`src/core/ccm_pkg.sv`:
```
// Shared constants and carrier types of the two-channel mode control block
package ccm_pkg;

  // ----------------------------------------------------------------
  // Register indices (byte address is four times the index)
  // ----------------------------------------------------------------
  localparam logic [7:0] CCM_IDX_CH1_CTL = 8'h17; // channel1_mode_control
  localparam logic [7:0] CCM_IDX_CH2_CTL = 8'h1D; // channel2_mode_control
  localparam logic [7:0] CCM_IDX_DUTY1 = 8'h00; // Channel 1 duty high byte
  localparam logic [7:0] CCM_IDX_DUTY2 = 8'h01; // Channel 2 duty high byte
  localparam logic [7:0] CCM_IDX_CMP1 = 8'h02; // Channel 1 compare value
  localparam logic [7:0] CCM_IDX_CMP2 = 8'h03; // Channel 2 compare value
  localparam logic [7:0] CCM_IDX_CAP1 = 8'h04; // Channel 1 capture value
  localparam logic [7:0] CCM_IDX_CAP2 = 8'h05; // Channel 2 capture value
  localparam logic [7:0] CCM_IDX_TIMER = 8'h06; // Timer one counter
  localparam logic [7:0] CCM_IDX_TCTL = 8'h07; // Timer run control
  localparam logic [7:0] CCM_IDX_ISTS = 8'h08; // Sticky event status
  localparam logic [7:0] CCM_IDX_IEN = 8'h09; // Interrupt enable
  localparam logic [7:0] CCM_IDX_ICLR = 8'h0A; // Write-one-to-clear

  // ----------------------------------------------------------------
  // Field layout of a mode control register and of the status bits
  // ----------------------------------------------------------------
  localparam int CCM_CTL_W = 6; // Implemented low bits
  localparam int CCM_DUTY_LSB_POS = 4; // duty_low_bit0 position
  localparam int CCM_MODE_W = 4; // mode_select_bit3..0
  localparam int CCM_ST_CH1 = 0; // Status: channel 1 event flag
  localparam int CCM_ST_CH2 = 1; // Status: channel 2 event flag
  localparam int CCM_ST_TOVF = 2; // Status: timer overflow flag
  localparam int CCM_ST_W = 3; // Status width

  // ----------------------------------------------------------------
  // Reset values
  // ----------------------------------------------------------------
  localparam logic [5:0] CCM_CTL_RST = 6'h00; // Mode control at power-on
  localparam logic [7:0] CCM_DUTY_RST = 8'h00; // Duty byte
  localparam logic [15:0] CCM_WORD_RST = 16'h0000; // Compare, capture, timer
  localparam logic [2:0] CCM_ST_RST = 3'h0; // Status and enable

  // ----------------------------------------------------------------
  // Mode encodings
  // ----------------------------------------------------------------
  localparam logic [3:0] CCM_M_OFF = 4'h0; // Channel off
  localparam logic [3:0] CCM_M_CAP_FALL = 4'h4; // Capture every falling edge
  localparam logic [3:0] CCM_M_CAP_RISE = 4'h5; // Capture every rising edge
  localparam logic [3:0] CCM_M_CAP_R4 = 4'h6; // Capture every 4th rise
  localparam logic [3:0] CCM_M_CAP_R16 = 4'h7; // Capture every 16th rise
  localparam logic [3:0] CCM_M_CMP_HI = 4'h8; // Compare, drive high
  localparam logic [3:0] CCM_M_CMP_LO = 4'h9; // Compare, drive low
  localparam logic [3:0] CCM_M_CMP_SW = 4'hA; // Compare, flag only
  localparam logic [3:0] CCM_M_CMP_TRIG = 4'hB; // Compare, special trigger
  localparam logic [1:0] CCM_M_PWM_TOP = 2'h3; // 11xx is PWM
  localparam logic [3:0] CCM_PRE4_LAST = 4'h3; // Last count of 1:4
  localparam logic [3:0] CCM_PRE16_LAST = 4'hF; // Last count of 1:16
  localparam logic [15:0] CCM_TIMER_MAX = 16'hFFFF; // Timer wrap point

  // ----------------------------------------------------------------
  // Carriers between top and channel
  // ----------------------------------------------------------------
  typedef struct packed {
    logic [3:0] mode; // Mode selector
    logic pin; // Synchronised channel input pin
    logic [15:0] timer; // Timer one counter value
    logic [15:0] compare; // Compare value
  } ccm_chan_in_t;

  typedef struct packed {
    logic cap_evt; // Capture taken this cycle
    logic match_evt; // Compare match event this cycle
    logic trig; // Special event trigger pulse
    logic out_pin; // Compare output latch
    logic [15:0] capture; // Captured timer value
  } ccm_chan_out_t;

endpackage : ccm_pkg

```
`src/core/ccm_top.sv`:
```
// Two-channel mode control, decode, timer and APB register file
//
// Decided for this implementation: the APB interface to the registers.
`timescale 1ns/10ps
`default_nettype none
module ccm_top
  import ccm_pkg::*;
(
  input wire logic pclk, // Core clock, 250 MHz
  input wire logic presetn, // Async reset, active low
  input wire logic psel, // APB select
  input wire logic penable, // APB access phase
  input wire logic pwrite, // APB write
  input wire logic [11:0] paddr, // APB byte address
  input wire logic [31:0] pwdata, // APB write data
  output logic [31:0] prdata, // APB read data
  output logic pready, // APB ready
  output logic pslverr, // APB error on unmapped address
  input wire logic cap_pin1, // Channel 1 input pin
  input wire logic cap_pin2, // Channel 2 input pin
  input wire logic adc_enabled, // Analog converter is enabled
  output logic cmp_out1, // Channel 1 compare output latch
  output logic cmp_out2, // Channel 2 compare output latch
  output logic [9:0] pwm_duty1, // Channel 1 10-bit duty value
  output logic [9:0] pwm_duty2, // Channel 2 10-bit duty value
  output logic pwm_on1, // Channel 1 in PWM mode
  output logic pwm_on2, // Channel 2 in PWM mode
  output logic timer_reset, // Special trigger reset pulse
  output logic adc_start, // Conversion start pulse
  output logic irq // Level interrupt
);

  // ----------------------------------------------------------------
  // State
  // ----------------------------------------------------------------
  typedef struct packed {
    logic [5:0] ctl1; // channel1_mode_control
    logic [5:0] ctl2; // channel2_mode_control
    logic [7:0] duty1; // duty_high_byte_reg, channel 1
    logic [7:0] duty2; // duty_high_byte_reg, channel 2
    logic [15:0] cmp1; // Channel 1 compare value
    logic [15:0] cmp2; // Channel 2 compare value
    logic [15:0] timer; // timer_one_counter
    logic run; // Timer run bit
    logic [2:0] ists; // Sticky status
    logic [2:0] ien; // Interrupt enable
    logic [1:0] sync1; // Pin synchroniser first stage
    logic [1:0] sync2; // Pin synchroniser second stage
    logic [31:0] prdata; // Read data
    logic pready; // Ready
    logic pslverr; // Error
    logic [9:0] pwm1; // Channel 1 duty out
    logic [9:0] pwm2; // Channel 2 duty out
    logic pwm_on1; // Channel 1 PWM flag
    logic pwm_on2; // Channel 2 PWM flag
    logic out1; // Channel 1 pin copy
    logic out2; // Channel 2 pin copy
    logic tmr_rst; // Timer reset pulse
    logic adc_go; // Conversion start pulse
    logic irq; // Interrupt level
  } ccm_top_state_t;

  ccm_top_state_t s; // Current state
  ccm_top_state_t next_s; // Next state
  ccm_chan_in_t cin1; // Channel 1 inputs
  ccm_chan_in_t cin2; // Channel 2 inputs
  ccm_chan_out_t cout1; // Channel 1 outputs
  ccm_chan_out_t cout2; // Channel 2 outputs

  // ----------------------------------------------------------------
  // Channels
  // ----------------------------------------------------------------
  // Each channel sees its stored mode, synced pin and the timer
  assign cin1 = '{mode: s.ctl1[3:0], pin: s.sync2[0], timer: s.timer, compare: s.cmp1};
  assign cin2 = '{mode: s.ctl2[3:0], pin: s.sync2[1], timer: s.timer, compare: s.cmp2};

  ccm_chan u_ch1 (
    .pclk(pclk),
    .presetn(presetn),
    .cin(cin1),
    .cout(cout1)
  );

  ccm_chan u_ch2 (
    .pclk(pclk),
    .presetn(presetn),
    .cin(cin2),
    .cout(cout2)
  );

  // ----------------------------------------------------------------
  // Next state
  // ----------------------------------------------------------------
  always_comb begin
    logic [7:0] idx;
    logic mapped;
    logic wr;
    logic [31:0] rd;
    logic [2:0] set_bits;
    logic [2:0] clr_bits;
    logic any_trig;
    idx = paddr[9:2];
    mapped = (paddr[1:0] == 2'b00) && (paddr[11:10] == 2'b00);
    rd = 32'h0000_0000;
    next_s = s;
    // Pins pass two flops before use
    next_s.sync1 = {cap_pin2, cap_pin1};
    next_s.sync2 = s.sync1;
    // Read mux and decode
    if (mapped) begin
      unique case (idx)
        CCM_IDX_CH1_CTL: rd = {26'h0, s.ctl1};
        CCM_IDX_CH2_CTL: rd = {26'h0, s.ctl2};
        CCM_IDX_DUTY1: rd = {24'h0, s.duty1};
        CCM_IDX_DUTY2: rd = {24'h0, s.duty2};
        CCM_IDX_CMP1: rd = {16'h0, s.cmp1};
        CCM_IDX_CMP2: rd = {16'h0, s.cmp2};
        CCM_IDX_CAP1: rd = {16'h0, cout1.capture};
        CCM_IDX_CAP2: rd = {16'h0, cout2.capture};
        CCM_IDX_TIMER: rd = {16'h0, s.timer};
        CCM_IDX_TCTL: rd = {31'h0, s.run};
        CCM_IDX_ISTS: rd = {29'h0, s.ists};
        CCM_IDX_IEN: rd = {29'h0, s.ien};
        CCM_IDX_ICLR: rd = 32'h0000_0000;
        default: mapped = 1'b0;
      endcase
    end
    // Setup cycle prepares the answer for the access cycle
    next_s.pready = psel & ~penable;
    next_s.pslverr = psel & ~penable & ~mapped;
    next_s.prdata = (psel & ~penable & ~pwrite) ? rd : 32'h0000_0000;
    wr = psel & penable & s.pready & pwrite & mapped;
    clr_bits = 3'h0;
    // Register writes
    if (wr) begin
      unique case (idx)
        CCM_IDX_CH1_CTL: next_s.ctl1 = pwdata[CCM_CTL_W-1:0];
        CCM_IDX_CH2_CTL: next_s.ctl2 = pwdata[CCM_CTL_W-1:0];
        CCM_IDX_DUTY1: next_s.duty1 = pwdata[7:0];
        CCM_IDX_DUTY2: next_s.duty2 = pwdata[7:0];
        CCM_IDX_CMP1: next_s.cmp1 = pwdata[15:0];
        CCM_IDX_CMP2: next_s.cmp2 = pwdata[15:0];
        CCM_IDX_TCTL: next_s.run = pwdata[0];
        CCM_IDX_IEN: next_s.ien = pwdata[CCM_ST_W-1:0];
        CCM_IDX_ICLR: clr_bits = pwdata[CCM_ST_W-1:0];
        default: begin
        end
      endcase
    end
    // Timer one counter
    any_trig = cout1.trig | cout2.trig;
    set_bits = 3'h0;
    set_bits[CCM_ST_CH1] = cout1.cap_evt | cout1.match_evt;
    set_bits[CCM_ST_CH2] = cout2.cap_evt | cout2.match_evt;
    if (any_trig) begin
      // trigger clears timer, no overflow flag
      next_s.timer = CCM_WORD_RST;
    end else if (s.run) begin
      next_s.timer = s.timer + 16'h0001;
      set_bits[CCM_ST_TOVF] = (s.timer == CCM_TIMER_MAX);
    end
    // trigger resets timer and may start a conversion
    next_s.tmr_rst = any_trig;
    next_s.adc_go = cout2.trig & adc_enabled;
    // Status: a set in the clearing cycle wins
    next_s.ists = (s.ists & ~clr_bits) | set_bits;
    next_s.irq = |(next_s.ists & next_s.ien);
    // duty low bits are the control register's 5-4
    // duty value only presented in PWM mode
    next_s.pwm_on1 = (next_s.ctl1[3:2] == CCM_M_PWM_TOP);
    next_s.pwm_on2 = (next_s.ctl2[3:2] == CCM_M_PWM_TOP);
    next_s.pwm1 = next_s.pwm_on1 ? {next_s.duty1, next_s.ctl1[5:CCM_DUTY_LSB_POS]} : 10'h000;
    next_s.pwm2 = next_s.pwm_on2 ? {next_s.duty2, next_s.ctl2[5:CCM_DUTY_LSB_POS]} : 10'h000;
    next_s.out1 = cout1.out_pin;
    next_s.out2 = cout2.out_pin;
  end

  // ----------------------------------------------------------------
  // Registers
  // ----------------------------------------------------------------
  // every implemented bit clears at reset
  always_ff @(posedge pclk or negedge presetn) begin
    if (!presetn) begin
      s <= '0;
    end else begin
      s <= next_s;
    end
  end

  // ----------------------------------------------------------------
  // Outputs, all from flops
  // ----------------------------------------------------------------
  assign prdata = s.prdata;
  assign pready = s.pready;
  assign pslverr = s.pslverr;
  assign cmp_out1 = s.out1;
  assign cmp_out2 = s.out2;
  assign pwm_duty1 = s.pwm1;
  assign pwm_duty2 = s.pwm2;
  assign pwm_on1 = s.pwm_on1;
  assign pwm_on2 = s.pwm_on2;
  assign timer_reset = s.tmr_rst;
  assign adc_start = s.adc_go;
  assign irq = s.irq;

endmodule : ccm_top
`default_nettype wire

```
`src/core/ccm_chan.sv`:
```
// One capture/compare channel: mode decode, prescaler, capture and compare
`timescale 1ns/10ps
`default_nettype none
module ccm_chan
  import ccm_pkg::*;
(
  input wire logic pclk, // Core clock
  input wire logic presetn, // Async reset, active low
  input wire ccm_chan_in_t cin, // Mode, pin, timer, compare
  output ccm_chan_out_t cout // Events, latch, capture
);

  // ----------------------------------------------------------------
  // State
  // ----------------------------------------------------------------
  typedef struct packed {
    logic pin_prev; // Pin one cycle ago
    logic eq_prev; // Timer matched last cycle
    logic [3:0] presc; // Rising edge prescale count
    ccm_chan_out_t o; // Registered outputs
  } ccm_chan_state_t;

  ccm_chan_state_t s; // Current state
  ccm_chan_state_t next_s; // Next state

  // ----------------------------------------------------------------
  // Next state
  // ----------------------------------------------------------------
  always_comb begin
    logic rise;
    logic fall;
    logic eq_now;
    logic hit;
    rise = cin.pin & ~s.pin_prev;
    fall = ~cin.pin & s.pin_prev;
    eq_now = (cin.timer == cin.compare);
    hit = eq_now & ~s.eq_prev;
    next_s = s;
    next_s.pin_prev = cin.pin;
    next_s.eq_prev = eq_now;
    next_s.o.cap_evt = 1'b0;
    next_s.o.match_evt = 1'b0;
    next_s.o.trig = 1'b0;
    // Prescaler only counts in capture modes
    if (cin.mode[3:2] != 2'b01) begin
      next_s.presc = 4'h0;
    end
    case (cin.mode)
      CCM_M_OFF: begin
        next_s.o.out_pin = 1'b0;
      end
      CCM_M_CAP_FALL: begin
        next_s.o.cap_evt = fall;
      end
      CCM_M_CAP_RISE: begin
        next_s.o.cap_evt = rise;
      end
      CCM_M_CAP_R4, CCM_M_CAP_R16: begin
        if (rise) begin
          if (s.presc == ((cin.mode == CCM_M_CAP_R4) ? CCM_PRE4_LAST : CCM_PRE16_LAST)) begin
            next_s.presc = 4'h0;
            next_s.o.cap_evt = 1'b1;
          end else begin
            next_s.presc = s.presc + 4'h1;
          end
        end
      end
      // compare drives pin high or low
      CCM_M_CMP_HI, CCM_M_CMP_LO: begin
        next_s.o.match_evt = hit;
        if (hit) begin
          next_s.o.out_pin = (cin.mode == CCM_M_CMP_HI);
        end
      end
      CCM_M_CMP_SW: begin
        next_s.o.match_evt = hit;
      end
      CCM_M_CMP_TRIG: begin
        next_s.o.match_evt = hit;
        next_s.o.trig = hit;
      end
      // reserved and PWM codes act not here
      default: begin
      end
    endcase
    if (next_s.o.cap_evt) begin
      next_s.o.capture = cin.timer;
    end
  end

  // ----------------------------------------------------------------
  // Registers
  // ----------------------------------------------------------------
  always_ff @(posedge pclk or negedge presetn) begin
    if (!presetn) begin
      s <= '0;
    end else begin
      s <= next_s;
    end
  end

  assign cout = s.o;

endmodule : ccm_chan
`default_nettype wire

```
`config.mk`:
```
export PLATFORM = sky130hd
export DESIGN_NAME = ccm_top
export DESIGN_NICKNAME = d
export VERILOG_FILES = /design/src/core/ccm_pkg.sv /design/src/core/ccm_top.sv /design/src/core/ccm_chan.sv
export SDC_FILE = /design/constraint.sdc
export NUM_CORES = 1
export LEC_CHECK = 0
export BUFFER_PORTS_ARGS = -buffer_cell sky130_fd_sc_hd__buf_2
export CORE_ASPECT_RATIO = 1.4
export CORE_MARGIN = 1
export CORE_UTILIZATION = 50
export CTS_CLUSTER_DIAMETER = 30
export DETAILED_ROUTE_END_ITERATION = 8
export PLACE_DENSITY = 0.79
export SLEW_MARGIN = 20
export SYNTH_ARGS = -nofsm -noshare
export SYNTH_HDL_FRONTEND = slang
export SYNTH_SLANG_ARGS = --single-unit
```
`constraint.sdc`:
```
create_clock -name pclk -period 2.2 [get_ports pclk]
set_input_delay 0.33 -clock pclk [delete_from_list [all_inputs] [get_ports pclk]]
set_output_delay 0.33 -clock pclk [all_outputs]
set_load 0.1 [all_outputs]
```
# After elaboration in Yosys (flattened, before gate mapping)
# Cells that the tools add are included.
totals:
  regBits: 200
  wordCells: 182
  ramBits: 0
  in_bits: 52
  mem_count: 0
  output_inout_bits: 61
  romBits: 0
  latch_bits: 0
op_classes:
  reduce_logical: 24
  mul: 0
  shifts: 0
  n_lt_le_gt_ge: 0
  muxes: 44
  bitwise: 30
  add_sub_neg: 3
  div_mod_pow: 0
  n_eq_ne: 39
ops:
  columns: ["op", "count"]
  rows:
  - ["case mux 16 bit (12 select lines)", 1]
  - ["two-way mux 16 bit", 5]
  - ["two-way mux 60 bit", 1]
  - ["equality test 16 bit", 2]
  - ["equality test 4 x 3 -> 1 bit (second input constant)", 8]
  - ["equality test 4 bit (second input constant)", 8]
  - ["equality test 8 x 3 -> 1 bit (second input constant)", 4]
  - ["two-way mux 32 bit", 1]
  - ["two-way mux 4 bit", 8]
  - ["equality test 8 x 4 -> 1 bit (second input constant)", 3]
  - ["two-way mux 10 bit", 2]
  - ["adder 16 x 1 -> 16 bit (second input constant)", 1]
  - ["equality test 16 bit (second input constant)", 1]
  - ["equality test 8 x 2 -> 1 bit (second input constant)", 2]
  - ["equality test 8 x 5 -> 1 bit (second input constant)", 2]
  - ["two-way mux 8 bit", 2]
  - ["AND 1 bit", 14]
  - ["AND reduction 2 bit", 7]
  - ["OR reduction 13 bit", 1]
  - ["two-way mux 1 bit", 12]
  - ["two-way mux 3 bit", 4]
  - ["two-way mux 6 bit", 2]
  - ["two-way mux 5 bit", 2]
  - ["inverter 1 bit", 9]
  - ["other kinds (19)", 38]

# Logic depth before layout (Yosys ltp)
logic_depth:
  word_depth: 11
  ltp_mapped: 9
  mapped_depth_nobuf: 7

# Hierarchy
# From an unflattened synthesis, not the netlist that was laid out.
hier_totals:
  hier_cells: 807
  hier_area_um2: 9345.2
modules_own_cells:
  columns: ["mod", "cells_per_inst", "n_inst", "area_per_inst_um2"]
  rows:
  - ["ccm_top", 567, 1, 6527.5]
  - ["ccm_chan", 120, 2, 1408.9]

# Worst setup path before layout
# No wires, ideal clock.
synth_path:
  path_type: "flip-flop to flip-flop"
  from: "reg s, in the netlist pready"
  to: "reg s, in the netlist pwm_duty1[2]"
  n_path_buf: 2
  required_ps: 2123
  arrival_time_ps: 2299
  path_stages_with_launch: 9
  path_slack_ps: -177
  synth_period_minus_slack_ps: 2377
  cell_sequence: "dfrtp_1 nand4_1 nor2_1 and3_1 buf_4 nand4b_4 mux2_2 buf_2 a21oi_1"
synth_lines:
  columns: ["element", "line_no", "rtl"]
  rows:
  - ["start: declaration", "ccm_top.sv:63", "ccm_top_state_t s;"]
  - ["start signal: assignment", "ccm_top.sv:186", "s <= next_s;"]

# Worst setup path in the final report
layout_path:
  from: "reg s, in the netlist cin1[36]"
  to: "reg u_ch1.s, in the netlist u_ch1.cout[7]"
layout_via:
  elab_chain_len: 6
layout_rtl:
  columns: ["element", "line_no", "rtl"]
  rows:
  - ["equality test 4 x 3 -> 1 bit", "ccm_chan.sv:48, ccm_chan.sv:60", null]
  - ["two-way mux 4 bit", "ccm_chan.sv:60", "if (s.presc == ((cin.mode == CCM_M_CAP_R4) ? CCM_PRE4_LAST : CCM_PRE16_LAST)) begin"]
  - ["equality test 4 bit", "ccm_chan.sv:60", null]
  - ["two-way mux 1 bit", "ccm_chan.sv:60", null]
  - ["two-way mux 5 bit", "ccm_chan.sv:59", "if (rise) begin"]
  - ["case mux 1 bit (3 select lines) (*)", "ccm_chan.sv:48", "case (cin.mode)"]
  - ["end signal: assignment", "ccm_chan.sv:98", "s <= next_s;"]
  - ["end: declaration", "ccm_chan.sv:23", "ccm_chan_state_t s;"]
# Every way passes the cells marked *; elsewhere a longest branch is shown, timed or not.
# A chain may end at the register's enable or synchronous reset.

==> out/results.tsv <==
stage	metric	value	unit
timing	Worst-Margin Slew	498.4	ps
route	Vias per Instance	5.591	
global_route	remaining global-route overflow	0	
synthesis	Mapped Cells	797	
power	maximum VDD drop	456.9	uV
timing	Hold Slack	69.08	ps
die	Ports	113	
placement	Post-DP Area	0.009579	mm2
route	Starting DRT DRC Count	515	
placement	dpl ws	-163.4	ps
timing	crit path time final	2142	ps
critical_path	Buffers & Inverters on Critical Path	1	
power	internal power	0.004928	W
timing	Worst Skew	7.707	ps
flow_run	Max-cap violations	0	
timing	count of pins over their slew limit	0	
timing	setup ws final	58.30	ps
critical_path	worst path arrival time	2470	ps
synthesis	ys flop type	dfrtp_1	
route	DRC viols	0	
cells_and_area	fill count	1409	
die	Die W	114.4	um
placement	HPWL Detailed	14770	um
global_route	total global routing track utilization	24.11	%
cells_and_area	Design Area, Final	0.01020	mm2
die	die height	159.3	um
power	PwrDens	644.8	mW/mm2
route	total wire length	20940	um
clocking	Clock Sinks	184	
power	Net Sw Frac	25.06	%
power	Clock Power Share	42.6	%
clocking	Worst-Skew Late Latency	440	ps
route	First-pass DRT Iterations	5	
critical_path	crit-path cells	nand2b_4, or4b_4, a21boi_4, a21oi_2, nor2_4, clkbuf_16, mux2_2	
timing	endpoints failing setup	0	
cells_and_area	Nets	939	
timing	Fin Setup TNS	0	ps
min_path	hold_sp	penable	
synthesis	Syn. warnings	0	
die	Initial Util	51.00	%
power	P_sw	0.001648	W
placement	Final GP Congestion	0.8804	
global_route	initial antenna violation count	0	
synthesis	asr flop ratio synth	100.0	%
clocking	CTS tree	built	
global_route	vias in the first global route	6437	
power	part of the power in registers	51.6	%
timing	achievable frequency	0.4669	GHz
timing	Max-slew headroom	66.65	%
synthesis	Distinct cells, synth	69	
synthesis	register area share after synthesis	52.10	%
critical_path	crit-path max cell delay	490	ps
clocking	CTS root buffer	clkbuf_16	
critical_path	beginning of the critical path	cin1[36]$_DFF_PN0_	
critical_path	critical path required time	2530	ps
run_status	status	finished clean	
critical_path	RR Startpoint	cin1[36]$_DFF_PN0_	
critical_path	crit-path leading delay family	simple AND/OR/NAND/NOR gates	
timing	final hold viol count	0	
cells_and_area	area grow syn2layout	15.39	%
timing	Final period util	97.35	%
synthesis	Mapped Area	0.008838	mm2
clocking	total CTS buffers	17	
route	routed length per instance	18.50	um
min_path	Hold Path Class	input pin to register	
cells_and_area	# diodes	0	
power	Pleak	5.167	nW
cells_and_area	Util after Layout	58.85	%
power	Logic pwr share	5.8	%
die	core area	0.01733	mm2
critical_path	critical path type	register to register	
route	remaining antenna violation count	0	
placement	PortBufs	80	
die	die area	0.01822	mm2
global_route	first-pass GRT wire length	33390	um
critical_path	top fanout value on the critical path	8	
cells_and_area	share of cells above drive strength 1	31.25	%
route	via count	6329	
global_route	pin count of the biggest net entering global routing	67	
die	Core Rows	57	
synthesis	synthesized flop and latch total	184	
clocking	Clock Tree Buf Depth	2	
clocking	H-tree lvl count	4	
critical_path	slowest cell on the critical path	or4b_4	
synthesis	Post-synth EDFFs	0	
clocking	clock-pin slew on the worst setup and hold paths	70	ps
critical_path	Worst Setup End Kind	register	
critical_path	Critical Path Source Type	register	
synthesis	syn_area_per_cell	11.09	um2
## final cells by class
| class | count | area [um2] | share of cell area [%] |
|---|---|---|---|
| flip-flops and latches | 184 | 4606 | 45.16 |
| clock inverters | 11 | 93.84 | 0.9201 |
| well taps | 236 | 295.3 | 2.895 |
| clock buffers | 20 | 436.7 | 4.282 |
| repair buffers | 153 | 1067 | 10.46 |
| multi-input cells | 508 | 3625 | 35.54 |
| inverters | 20 | 75.07 | 0.7361 |
## cells in the mapped netlist (8+ instances only)
cell type / count / area share, %
nor2b_1: 8 / 0.57
inv_1: 20 / 0.85
clkbuf_1: 33 / 1.4
mux2i_1: 28 / 3.2
nand4_1: 16 / 1.1
xor2_1: 10 / 0.99
mux2_2: 83 / 11
xnor2_1: 35 / 3.5
buf_2: 8 / 0.45
a22oi_1: 19 / 1.6
dfrtp_1: 184 / 52
o21ai_0: 17 / 0.96
nor2_1: 55 / 2.3
buf_4: 55 / 4.7
nand3_1: 19 / 1.1
a21oi_1: 37 / 2.1
nand2_1: 74 / 3.1
## state kept, by name, indices dropped and copies added, names as in the netlist, 2 cells and up
| register | count |
|---|---|
| cin2 | 21 |
| u_ch2.s | 6 |
| u_ch2.cout | 20 |
| u_ch1.cout | 20 |
| u_ch1.s | 6 |
| s | 27 |
| pwm_duty2 | 10 |
| cin1 | 37 |
| prdata | 16 |
| pwm_duty1 | 10 |
| next_s | 2 |
## worst paths after layout
| path | end | slack (ps) | depth (start not counted) |
|---|---|---|---|
| min reg2reg | cin1[32]$_DFF_PN0_ | 350 | 0 |
| min | pready$_DFF_PN0_ | 70 | 2 |
| max in group asynchronous | s[70]$_DFF_PN0_ | 1130 | 3 |
| min in group asynchronous | pwm_on1$_DFF_PN0_ | 360 | 2 |
| max | u_ch1.cout[7]$_DFFE_PN0P_ | 60 | 7 |
| max reg2reg | u_ch1.cout[7]$_DFFE_PN0P_ | 60 | 7 |
## power groups by stage
stage               clock (W)  combinational, W  sequential (W)
global route          0.00296          0.000412         0.00339
detailed placement          0          0.000381         0.00346
finish                0.00280          0.000384         0.00339
global placement            0          0.000379         0.00346
floorplan                   0          0.000214         0.00347
CTS                   0.00282          0.000386         0.00339
## routing by layer
| layer | vias to the layer above | global-route usage, % | share of wire [%] |
|---|---|---|---|
| met5 | - | 0 | 0 |
| met4 | 0 | 13.28 | 3.9 |
| met3 | 61 | 4.301 | 5.7 |
| met2 | 240 | 40.00 | 50 |
| met1 | 3175 | 29.57 | 40 |
| li1 | 2853 | - | - |
## metrics by stage
stage	power, W	instances
finish	0.006576	1132
global route	0.006761	1132
CTS	0.006599	1128
detailed placement	0.003838	1094
global placement	0.003837	1094
floorplan	0.003685	812
## cells by family after synthesis
logic type	share of synthesized area (%)
buffers and inverters	7.800
muxes	14.55
other	0.04243
and+or+nand+nor	12.46
adders and majority gates	0.4247
AOI/OAI and AO/OA	8.169
DFF	52.10
xor gates and xnor gates	4.459
## worst reg2reg max path: stages (launching register included)
cell and delay (ps):
dfrtp_1 380, nand2b_4 140, or4b_4 490, a21boi_4 210, a21oi_2 100, nor2_4 160, clkbuf_16 200, mux2_2 340
## what timing repair did
action | 4_1_cts | 5_1_grt
setup endpoints to repair | 0 | 15
buffers inserted | 0 | 3
hold buffers | 3 | 0
hold endpoints to repair | 35 | 0
gates resized for setup | 0 | 3
## layout by cell type, fill, tap and decap left out, drive strengths merged, types with 7 or more instances in the layout
cell and n:
a21oi 38, a22oi 19, and3 7, buf 149, clkbuf 21, conb 16
dfrtp 184, inv 24, mux2 87, mux2i 28, nand2 75, nand3 20
nand4 16, nor2 57, nor2b 8, nor3 8, o21ai 19, xnor2 35
xor2 10
(Power assumes the default switching activity.)
